**src/include/sirq_pkg.sv**
```systemverilog
// constants, field layouts and carrier types for the serial irq configuration and status block
// assumes a single 20 MHz bridge clock and register ports driven synchronously to it
// Function
// - width field sets start pulse 4/6/8
// - polling bit selects continuous or quiet
// - drive bit: recovery high or tristate
// - mode bits 7:4 read zero
// - one level/edge bit per line 0..15
// - trigger bits cleared by three resets
// - asserted level line sets its status bit
// - write one clears status, zero keeps
// - edge lines never set status bits
// - config space aliases E0h E2h E4h
// - memory window offsets 48h 4Ah 4Ch
package sirq_pkg;

	// ****************************************************************
	// register map
	// ****************************************************************
	localparam logic [7:0] SIRQ_MEM_MODE_OFS = 8'h48; // mode control, memory window
	localparam logic [7:0] SIRQ_MEM_TRIG_OFS = 8'h4a; // trigger type, memory window
	localparam logic [7:0] SIRQ_MEM_STAT_OFS = 8'h4c; // level status, memory window
	localparam logic [7:0] SIRQ_CFG_MODE_OFS = 8'he0; // mode control, config space
	localparam logic [7:0] SIRQ_CFG_TRIG_OFS = 8'he2; // trigger type, config space
	localparam logic [7:0] SIRQ_CFG_STAT_OFS = 8'he4; // level status, config space

	// ****************************************************************
	// field layout and reset values
	// ****************************************************************
	localparam int SIRQ_LINES = 16; // serial interrupt lines handled
	localparam int SIRQ_TRI_BIT = 0; // recovery tristate select
	localparam int SIRQ_QUIET_BIT = 1; // quiet select
	localparam int SIRQ_WIDTH_LSB = 2; // start width field low bit
	localparam int SIRQ_WIDTH_MSB = 3; // start width field high bit
	localparam logic [3:0] SIRQ_MODE_RSVD_VAL = 4'h0; // reserved mode bits
	localparam logic [1:0] SIRQ_WIDTH_RST = 2'h0; // start width reset code
	localparam logic [15:0] SIRQ_TRIG_RST = 16'h0000; // all lines edge
	localparam logic [15:0] SIRQ_STAT_RST = 16'h0000; // nothing pending
	localparam logic [15:0] SIRQ_RDATA_NONE = 16'h0000; // unmapped read answer

	// ****************************************************************
	// frame timing in clocks
	// ****************************************************************
	localparam logic [3:0] SIRQ_START_4 = 4'h4; // code 00
	localparam logic [3:0] SIRQ_START_6 = 4'h6; // code 01
	localparam logic [3:0] SIRQ_START_8 = 4'h8; // code 10
	localparam logic [3:0] SIRQ_STOP_QUIET = 4'h2; // stop pulse, quiet next
	localparam logic [3:0] SIRQ_STOP_CONT = 4'h3; // stop pulse, continuous next
	localparam logic [3:0] SIRQ_IDLE_GAP = 4'h4; // idle count that starts the next continuous frame; 5 idle clocks between frames
	localparam logic [1:0] SIRQ_PHASE_LAST = 2'h2; // sample, recovery, turnaround
	localparam logic [3:0] SIRQ_SLOT_LAST = 4'hf; // last irq slot

	// ****************************************************************
	// types
	// ****************************************************************
	// register index after address decode
	typedef enum logic [1:0] {
		SIRQ_SEL_NONE = 2'h0,
		SIRQ_SEL_MODE = 2'h1,
		SIRQ_SEL_TRIG = 2'h2,
		SIRQ_SEL_STAT = 2'h3
	} sirq_sel_type;

	// frame engine states, gray along the frame path
	typedef enum logic [2:0] {
		SIRQ_ST_IDLE = 3'h0,
		SIRQ_ST_START = 3'h1,
		SIRQ_ST_SREC = 3'h3,
		SIRQ_ST_STURN = 3'h2,
		SIRQ_ST_SLOT = 3'h6,
		SIRQ_ST_STOP = 3'h7,
		SIRQ_ST_PREC = 3'h5,
		SIRQ_ST_PTURN = 3'h4
	} sirq_state_type;

	// one register access request
	typedef struct packed {
		logic rd; // read strobe
		logic wr; // write strobe
		logic [7:0] addr; // byte offset
		logic [1:0] be; // byte enables, bit 0 = low byte
		logic [15:0] wdata; // write data
	} sirq_req_type;

	// one register access answer
	typedef struct packed {
		logic ack; // one-cycle answer strobe
		logic [15:0] rdata; // read data
	} sirq_rsp_type;

	// configuration handed to the frame engine
	typedef struct packed {
		logic [1:0] width; // start width code
		logic quiet; // quiet select
		logic tristate; // recovery tristate select
	} sirq_mode_type;

	// start pulse length for a width code
	function automatic logic [3:0] sirq_start_clocks(input logic [1:0] code);
		logic [3:0] n;
		n = SIRQ_START_4;
		case (code)
			2'h1: n = SIRQ_START_6;
			2'h2: n = SIRQ_START_8;
			default: n = SIRQ_START_4;
		endcase
		return n;
	endfunction : sirq_start_clocks

endpackage : sirq_pkg

```
**src/hdl/sirq_cfg.sv**
```systemverilog
// serial irq mode, trigger type and level status registers with the frame engine
// assumes memory window and config space ports are synchronous to sys_clk
// and that each port raises rd or wr for one cycle per access
`timescale 1ns/10ps
module sirq_cfg import sirq_pkg::*; (
	input wire logic sys_clk, // bridge clock, 20 MHz
	input wire logic rst_b, // power-on reset, async, active low
	input wire logic fundamental_reset_n, // fundamental reset, sync, active low
	input wire logic global_reset_n, // global reset, sync, active low
	input sirq_req_type mem_req, // device control memory window access
	output sirq_rsp_type mem_rsp, // memory window answer
	input sirq_req_type cfg_req, // config space access
	output sirq_rsp_type cfg_rsp, // config space answer
	input wire logic serirq_in, // serial irq line level
	output logic serirq_out, // serial irq line drive level
	output logic serirq_oe // high while driving the line
);

	// ****************************************************************
	// state
	// ****************************************************************
	typedef struct packed {
		logic [1:0] width; // start width code
		logic quiet; // quiet select
		logic tristate; // recovery tristate select
		logic [15:0] level_sel; // line level selects, bit n = line n
		logic [15:0] pending; // level status, bit n = line n
		sirq_rsp_type mem_rsp; // registered memory window answer
		sirq_rsp_type cfg_rsp; // registered config space answer
	} sirq_cfg_state_type;

	localparam sirq_cfg_state_type SIRQ_CFG_RST = '{
		width: SIRQ_WIDTH_RST, quiet: 1'b0, tristate: 1'b0,
		level_sel: SIRQ_TRIG_RST, pending: SIRQ_STAT_RST,
		mem_rsp: '{ack: 1'b0, rdata: SIRQ_RDATA_NONE},
		cfg_rsp: '{ack: 1'b0, rdata: SIRQ_RDATA_NONE}};

	sirq_cfg_state_type s_r; // registered state
	sirq_cfg_state_type s_nxt; // next state

	logic bridge_clr; // any synchronous bridge reset
	sirq_mode_type mode; // configuration seen by the engine
	logic [15:0] seen; // lines asserted in the last frame
	logic seen_vld; // frame result strobe

	// ****************************************************************
	// address decode
	// ****************************************************************
	// both access paths share one decode; only the bases differ
	function automatic sirq_sel_type sirq_decode(
		input logic [7:0] addr,
		input logic [7:0] mode_ofs,
		input logic [7:0] trig_ofs,
		input logic [7:0] stat_ofs
	);
		sirq_sel_type sel;
		sel = SIRQ_SEL_NONE;
		if (addr == mode_ofs) begin
			sel = SIRQ_SEL_MODE;
		end else if (addr == trig_ofs) begin
			sel = SIRQ_SEL_TRIG;
		end else if (addr == stat_ofs) begin
			sel = SIRQ_SEL_STAT;
		end else begin
			sel = SIRQ_SEL_NONE;
		end
		return sel;
	endfunction : sirq_decode

	// read view of a register; unmapped reads return zero
	function automatic logic [15:0] sirq_read(
		input sirq_sel_type sel,
		input sirq_cfg_state_type s
	);
		logic [15:0] d;
		d = SIRQ_RDATA_NONE;
		case (sel)
			SIRQ_SEL_MODE: d = {8'h00, SIRQ_MODE_RSVD_VAL, s.width, s.quiet, s.tristate};
			SIRQ_SEL_TRIG: d = s.level_sel;
			SIRQ_SEL_STAT: d = s.pending;
			default: d = SIRQ_RDATA_NONE;
		endcase
		return d;
	endfunction : sirq_read

	// expand byte enables to a bit mask
	function automatic logic [15:0] sirq_mask(input logic [1:0] be);
		return {{8{be[1]}}, {8{be[0]}}};
	endfunction : sirq_mask

	// ****************************************************************
	// decoded selects for both paths
	// ****************************************************************
	sirq_sel_type mem_sel; // memory window target
	sirq_sel_type cfg_sel; // config space target

	assign mem_sel = sirq_decode(mem_req.addr, SIRQ_MEM_MODE_OFS, SIRQ_MEM_TRIG_OFS,
		SIRQ_MEM_STAT_OFS);
	assign cfg_sel = sirq_decode(cfg_req.addr, SIRQ_CFG_MODE_OFS, SIRQ_CFG_TRIG_OFS,
		SIRQ_CFG_STAT_OFS);

	assign bridge_clr = !fundamental_reset_n || !global_reset_n;

	// ****************************************************************
	// register update
	// ****************************************************************
	// one set of storage serves both paths, so an alias write is seen at once
	// through the other path; on a same-cycle collision config space wins for mode and trigger, while status clears from both paths apply
	always_comb begin
		logic [15:0] clr_mask; // write-one-to-clear bits from both paths
		logic [15:0] set_mask; // level lines reported this frame
		logic [15:0] m; // byte mask of the current write
		clr_mask = 16'h0000;
		set_mask = 16'h0000;
		m = 16'h0000;
		s_nxt = s_r;

		// memory window write
		if (mem_req.wr) begin
			m = sirq_mask(mem_req.be);
			if (mem_sel == SIRQ_SEL_MODE && mem_req.be[0]) begin
				s_nxt.width = mem_req.wdata[SIRQ_WIDTH_MSB:SIRQ_WIDTH_LSB];
				s_nxt.quiet = mem_req.wdata[SIRQ_QUIET_BIT];
				s_nxt.tristate = mem_req.wdata[SIRQ_TRI_BIT];
			end else if (mem_sel == SIRQ_SEL_TRIG) begin
				s_nxt.level_sel = (s_nxt.level_sel & ~m) | (mem_req.wdata & m);
			end else if (mem_sel == SIRQ_SEL_STAT) begin
				clr_mask = clr_mask | (mem_req.wdata & m);
			end
		end

		// config space write, same storage
		if (cfg_req.wr) begin
			m = sirq_mask(cfg_req.be);
			if (cfg_sel == SIRQ_SEL_MODE && cfg_req.be[0]) begin
				s_nxt.width = cfg_req.wdata[SIRQ_WIDTH_MSB:SIRQ_WIDTH_LSB];
				s_nxt.quiet = cfg_req.wdata[SIRQ_QUIET_BIT];
				s_nxt.tristate = cfg_req.wdata[SIRQ_TRI_BIT];
			end else if (cfg_sel == SIRQ_SEL_TRIG) begin
				s_nxt.level_sel = (s_nxt.level_sel & ~m) | (cfg_req.wdata & m);
			end else if (cfg_sel == SIRQ_SEL_STAT) begin
				clr_mask = clr_mask | (cfg_req.wdata & m);
			end
		end

		// only lines in level mode report; edge lines are dropped here
		if (seen_vld) begin
			set_mask = seen & s_r.level_sel;
		end

		// a set in the same cycle as a clear survives the clear
		s_nxt.pending = (s_r.pending & ~clr_mask) | set_mask;

		// answers are registered and show the value before this cycle's write
		s_nxt.mem_rsp.ack = mem_req.rd || mem_req.wr;
		s_nxt.mem_rsp.rdata = mem_req.rd ? sirq_read(mem_sel, s_r) : SIRQ_RDATA_NONE;
		s_nxt.cfg_rsp.ack = cfg_req.rd || cfg_req.wr;
		s_nxt.cfg_rsp.rdata = cfg_req.rd ? sirq_read(cfg_sel, s_r) : SIRQ_RDATA_NONE;

		// fundamental or global reset returns every field to its default
		if (bridge_clr) begin
			s_nxt = SIRQ_CFG_RST;
		end
	end

	// state register; power-on reset acts asynchronously
	always_ff @(posedge sys_clk or negedge rst_b) begin
		if (!rst_b) begin
			s_r <= SIRQ_CFG_RST;
		end else begin
			s_r <= s_nxt;
		end
	end

	// ****************************************************************
	// frame engine
	// ****************************************************************
	assign mode = '{width: s_r.width, quiet: s_r.quiet, tristate: s_r.tristate};

	// the engine is restarted by the same resets so no half frame survives them
	sirq_frame u_frame (
		.sys_clk(sys_clk),
		.rst_b(rst_b),
		.clr(bridge_clr),
		.mode(mode),
		.line_in(serirq_in),
		.line_out(serirq_out),
		.line_oe(serirq_oe),
		.seen(seen),
		.seen_vld(seen_vld)
	);

	assign mem_rsp = s_r.mem_rsp;
	assign cfg_rsp = s_r.cfg_rsp;

endmodule : sirq_cfg

```
**src/hdl/sirq_frame.sv**
```systemverilog
// serial interrupt frame engine: start pulse, slot sampling, stop pulse
// assumes the line input is already synchronous to sys_clk; pad resolves the wire
`timescale 1ns/10ps
module sirq_frame import sirq_pkg::*; (
	input wire logic sys_clk, // bridge clock
	input wire logic rst_b, // async reset, active low
	input wire logic clr, // synchronous clear from the bridge resets
	input sirq_mode_type mode, // live configuration
	input wire logic line_in, // serial irq line level
	output logic line_out, // level driven on the line
	output logic line_oe, // high while driving the line
	output logic [15:0] seen, // lines seen asserted in last frame
	output logic seen_vld // one-cycle pulse at frame end
);

	// ****************************************************************
	// state
	// ****************************************************************
	typedef struct packed {
		sirq_state_type st; // frame position
		logic [3:0] cnt; // clocks within a pulse or gap
		logic [3:0] slot; // current irq slot
		logic [1:0] phase; // phase inside the slot
		logic [15:0] acc; // slots sampled low so far
		logic [15:0] seen; // frozen result
		logic vld; // result strobe
		logic out; // line level
		logic oe; // line enable
	} sirq_frame_state_type;

	localparam sirq_frame_state_type SIRQ_FRAME_RST = '{
		st: SIRQ_ST_IDLE, cnt: 4'h0, slot: 4'h0, phase: 2'h0,
		acc: SIRQ_STAT_RST, seen: SIRQ_STAT_RST, vld: 1'b0, out: 1'b1, oe: 1'b0};

	sirq_frame_state_type s_r; // registered state
	sirq_frame_state_type s_nxt; // next state

	// ****************************************************************
	// next state
	// ****************************************************************
	// outputs are derived from the next state so the pin moves with the state
	always_comb begin
		s_nxt = s_r;
		s_nxt.vld = 1'b0;
		case (s_r.st)
			SIRQ_ST_IDLE: begin
				if (mode.quiet) begin
					// quiet: a peripheral pulling low starts the frame
					s_nxt.cnt = 4'h0;
					if (!line_in) begin
						s_nxt.st = SIRQ_ST_START;
					end
				end else if (s_r.cnt >= SIRQ_IDLE_GAP) begin
					s_nxt.st = SIRQ_ST_START;
					s_nxt.cnt = 4'h0;
				end else begin
					s_nxt.cnt = s_r.cnt + 4'h1;
				end
			end
			SIRQ_ST_START: begin
				// count the start pulse to the programmed width
				if (s_r.cnt + 4'h1 >= sirq_start_clocks(mode.width)) begin
					s_nxt.st = SIRQ_ST_SREC;
				end
				s_nxt.cnt = s_r.cnt + 4'h1;
			end
			SIRQ_ST_SREC: begin
				s_nxt.st = SIRQ_ST_STURN;
			end
			SIRQ_ST_STURN: begin
				s_nxt.st = SIRQ_ST_SLOT;
				s_nxt.slot = 4'h0;
				s_nxt.phase = 2'h0;
				s_nxt.acc = SIRQ_STAT_RST;
			end
			SIRQ_ST_SLOT: begin
				// a low level in the sample phase means the line is asserted
				if (s_r.phase == 2'h0 && !line_in) begin
					s_nxt.acc[s_r.slot] = 1'b1;
				end
				if (s_r.phase == SIRQ_PHASE_LAST) begin
					s_nxt.phase = 2'h0;
					s_nxt.slot = s_r.slot + 4'h1;
					if (s_r.slot == SIRQ_SLOT_LAST) begin
						s_nxt.st = SIRQ_ST_STOP;
						s_nxt.cnt = 4'h0;
					end
				end else begin
					s_nxt.phase = s_r.phase + 2'h1;
				end
			end
			SIRQ_ST_STOP: begin
				// stop length tells peripherals which mode follows
				if (s_r.cnt + 4'h1 >= (mode.quiet ? SIRQ_STOP_QUIET : SIRQ_STOP_CONT)) begin
					s_nxt.st = SIRQ_ST_PREC;
				end
				s_nxt.cnt = s_r.cnt + 4'h1;
			end
			SIRQ_ST_PREC: begin
				s_nxt.st = SIRQ_ST_PTURN;
			end
			default: begin
				// turnaround done: publish the frame and go idle
				s_nxt.st = SIRQ_ST_IDLE;
				s_nxt.cnt = 4'h0;
				s_nxt.seen = s_r.acc;
				s_nxt.vld = 1'b1;
			end
		endcase
		// pin drive follows the state being entered
		case (s_nxt.st)
			SIRQ_ST_START, SIRQ_ST_STOP: begin
				s_nxt.out = 1'b0;
				s_nxt.oe = 1'b1;
			end
			SIRQ_ST_SREC, SIRQ_ST_PREC: begin
				s_nxt.out = 1'b1;
				s_nxt.oe = !mode.tristate;
			end
			default: begin
				s_nxt.out = 1'b1;
				s_nxt.oe = 1'b0;
			end
		endcase
		if (clr) begin
			s_nxt = SIRQ_FRAME_RST;
		end
	end

	// state register
	always_ff @(posedge sys_clk or negedge rst_b) begin
		if (!rst_b) begin
			s_r <= SIRQ_FRAME_RST;
		end else begin
			s_r <= s_nxt;
		end
	end

	assign line_out = s_r.out;
	assign line_oe = s_r.oe;
	assign seen = s_r.seen;
	assign seen_vld = s_r.vld;

endmodule : sirq_frame

```
**config.mk**
```make
export PLATFORM = sky130hd
export DESIGN_NAME = sirq_cfg
export DESIGN_NICKNAME = d
export VERILOG_FILES = /design/src/include/sirq_pkg.sv /design/src/hdl/sirq_cfg.sv /design/src/hdl/sirq_frame.sv
export SDC_FILE = /design/constraint.sdc
export NUM_CORES = 1
export LEC_CHECK = 0
export ABC_AREA = 0
export CAP_MARGIN = 0
export CORE_ASPECT_RATIO = 1.25
export CORE_MARGIN = 8
export CORE_UTILIZATION = 60
export CTS_CLUSTER_SIZE = 25
export DETAILED_ROUTE_END_ITERATION = 12
export DONT_BUFFER_PORTS = 1
export PLACE_DENSITY = 0.77
export SETUP_SLACK_MARGIN = 0.4
export SYNTH_ARGS = -nofsm -noshare
export SYNTH_HDL_FRONTEND = slang
export SYNTH_SLANG_ARGS = --single-unit
```
**constraint.sdc**
```tcl
create_clock -name sys_clk -period 3.3 [get_ports sys_clk]
set_input_delay 0.99 -clock sys_clk [delete_from_list [all_inputs] [get_ports sys_clk]]
set_output_delay 0.99 -clock sys_clk [all_outputs]
set_load 0.02 [all_outputs]
```
==> qor.yml <==
status: "completed"
area_growth_pct: 5.34
core_mm2: 0.00995
num_rows: 41
synth_ff_type: "dfrtp_1"
syn_nets: 703
hold_viol: 0
synth_edf_count: 0
worstPathArrival_ps: 2640
ant_nets: 0
post-dp-hpwl_um: 10300
die_h_um: 128
cts_buffers: 17
num_vias: 4735
fmax_mhz: 436
crit_type: "reg2reg"
start_kind: "register"
regArea_mm2: 0.00295
synthCells: 635
yosys_warnings: 0
slowest_delay_ps: 440
placed_cell_area_mm2: 0.00580
fp.dieArea_mm2: 0.0136
cp_max_fo: 5
rsz0062_at_grt: "no"
clock_skew_ps: 4.48
final_area_mm2: 0.00637
maxCapViolCount: 0
grt.total_usage: 0.220
ys_types: 65
dr.pass1.iters: 5
power_leakage_nw: 2.78
async_flop_share: 1.00
h-tree-depth: 4
io_pins: 97
cts_hold_buffers: 0
syn_avg_cell_area_um2: 9.52
clockBufferDepth: 2
tns_ps: 0
ys_seq_area_frac: 0.488
final_cell_count_no_fill: 731
fin_nets: 655
peakVddDrop_mv: 0.368
cts_resized: 0
grt_pass1_vias: 4706
clock_latency_ps: 410
crit_slowest_cell: "dfrtp_1"
fillers: 784
drc_errors: 0
post-route-min-period_ps: 2290
syn_area_mm2: 0.00605
cts.sinks: 118
port_buffers: 0
via_per_inst: 6.48
grt_max_degree: 119
post_drt_wl_per_cell_um: 20.1
crit_chain: "ha_1 -> inv_1 -> ha_1 -> a21boi_0 -> nand2_1 -> a2111oi_2 -> o211a_1"
routabilityCongestion: 0.908
drive_gt1_frac: 0.105
post-place-cells: 697
start_util: 0.608
clk_pin_slew_ps: 50
cts_setup_buffers: 0
multiInputGateArea_mm2: 0.00259
cp-end-kind: "register"
cts_tree: "yes"
die_x_um: 106
powerDensity_mw_per_mm2: 513
slew_viol_final: 0
finalSetupViolCount: 0
drt-total-wl_um: 14700
post-route-period-util: 0.695
overflow: 0
tightest_slew_ps: 782
antenna_found_initial: 2
slew_headroom: 0.478
cts-root-buf: "clkbuf_16"
grt_pass1_wl_um: 24000
crit_top_cell: "ha_1"
required_ps: 3650
drt_iter0_drc: 340
hp-class: "in2async"
postSynthRegisterBits: 118
## cells by family after synthesis
| logic type | after synthesis | synth area share |
|---|---|---|
| AO/OA/AOI/OAI | 179 | 0.189 |
| XOR/XNOR | 3 | 0.00683 |
| adder cells (fa/ha/maj) | 7 | 0.0145 |
| buffers and inverters | 88 | 0.0832 |
| flip-flops | 118 | 0.488 |
| multiplexers | 29 | 0.0488 |
| AND/OR/NAND/NOR | 211 | 0.169 |
## through the flow
step / utilization / power (mW) / hold slack (ps) / worst slack [ps]
finish: 0.640 / 3.27 / 273 / 1010
global route: 0.640 / 3.36 / 257 / 808
CTS: 0.640 / 3.28 / 258 / 982
detailed placement: 0.583 / 1.55 / 471 / 783
global placement: 0.583 / 1.55 / 464 / 834
floorplan: - / 1.55 / 450 / 1190
## registers in the layout, summed over array words and instances (netlist names)
name / count
mode: 4
u_frame.seen_vld: 1
s_r: 32
cfg_rsp: 17
u_frame.line_out: 1
u_frame.seen: 16
u_frame.line_oe: 1
mem_rsp: 17
u_frame.s_r: 29
## worst max-delay path: cells and delay by family, from the launching register on
family / cells / cell delay (ps)
AO/OA/AOI/OAI: 3 / 960
adder cells (fa/ha/maj): 2 / 630
AND/OR/NAND/NOR: 1 / 150
flip-flops: 1 / 440
buffers and inverters: 1 / 60
## routing by layer
layer,part of all wire,routed length (µm),global-route usage,up-vias
li1,-,-,-,2147
met1,0.39,5720,0.254,2303
met2,0.48,7070,0.357,234
met3,0.092,1350,0.0755,51
met4,0.038,561,0.114,0
met5,0,0,0,-
## Yosys cell counts, drive strengths merged, types with 2 or more instances
| library cell | count | area, µm² |
|---|---|---|
| ha | 7 | 87.6 |
| and2 | 6 | 37.5 |
| nor2 | 56 | 218 |
| a31oi | 3 | 18.8 |
| nand2 | 79 | 297 |
| clkbuf | 14 | 53.8 |
| a22oi | 28 | 210 |
| dfrtp | 117 | 2930 |
| o21a | 2 | 15.0 |
| a2111oi | 2 | 23.8 |
| and3 | 8 | 55.1 |
| xnor2 | 2 | 32.5 |
| nand2b | 3 | 18.8 |
| and4 | 2 | 20.0 |
| mux2 | 4 | 45.0 |
| o221ai | 4 | 35.0 |
| a21boi | 2 | 15.0 |
| a31o | 9 | 78.8 |
| o211a | 2 | 20.0 |
| or3 | 2 | 12.5 |
| o211ai | 4 | 30.0 |
| nand3 | 24 | 133 |
| nor3 | 6 | 35.0 |
| mux2i | 25 | 250 |
| nand4 | 10 | 75.1 |
| inv | 17 | 63.8 |
| buf | 57 | 385 |
| nor3b | 2 | 20.0 |
| o21ai | 44 | 220 |
| a32o | 2 | 20.0 |
| nor2b | 6 | 37.5 |
| a21oi | 58 | 290 |
| a221oi | 8 | 70.1 |
## final cells by class
cell class / instances / share of cell area
sequential: 118 / 0.464
multi-input combinational: 429 / 0.407
clock buffer: 18 / 0.0689
tap: 129 / 0.0253
clock inverter: 14 / 0.0198
inverter: 17 / 0.0100
timing repair buffer: 4 / 0.00471
antenna: 2 / 0.000786
## layout by cell type, fill, tap and decap left out, drive strengths merged, types with 8 or more instances in the layout
cell type,n
nand3,24
a21oi,58
inv,20
nand4,10
nor2,56
dfrtp,117
a22oi,28
a31o,9
o21ai,44
mux2i,25
clkbuf,18
nand2,79
and3,8
clkinv,8
a221oi,8
## path summary, 6_finish.rpt
check	from	endpoint	slack (ps)	cells past startpoint
max	u_frame.s_r[41]	u_frame.line_oe	1010	7
min	rst_b	u_frame.s_r[41]	270	0
max reg2reg	u_frame.s_r[41]	u_frame.line_oe	1010	7
min reg2reg	u_frame.s_r[28]	u_frame.s_r[28]	480	2
max in group asynchronous	rst_b	u_frame.line_out	2810	0
min in group sys_clk	u_frame.s_r[28]	u_frame.s_r[28]	480	2
## power by group
part | switching [mW] | internal [mW] | total (mW)
combinational | 0.0508 | 0.0235 | 0.0743
clock | 0.679 | 1.06 | 1.74
sequential | 0.00482 | 1.45 | 1.46
No activity file was read; power rests on OpenSTA's default activity.
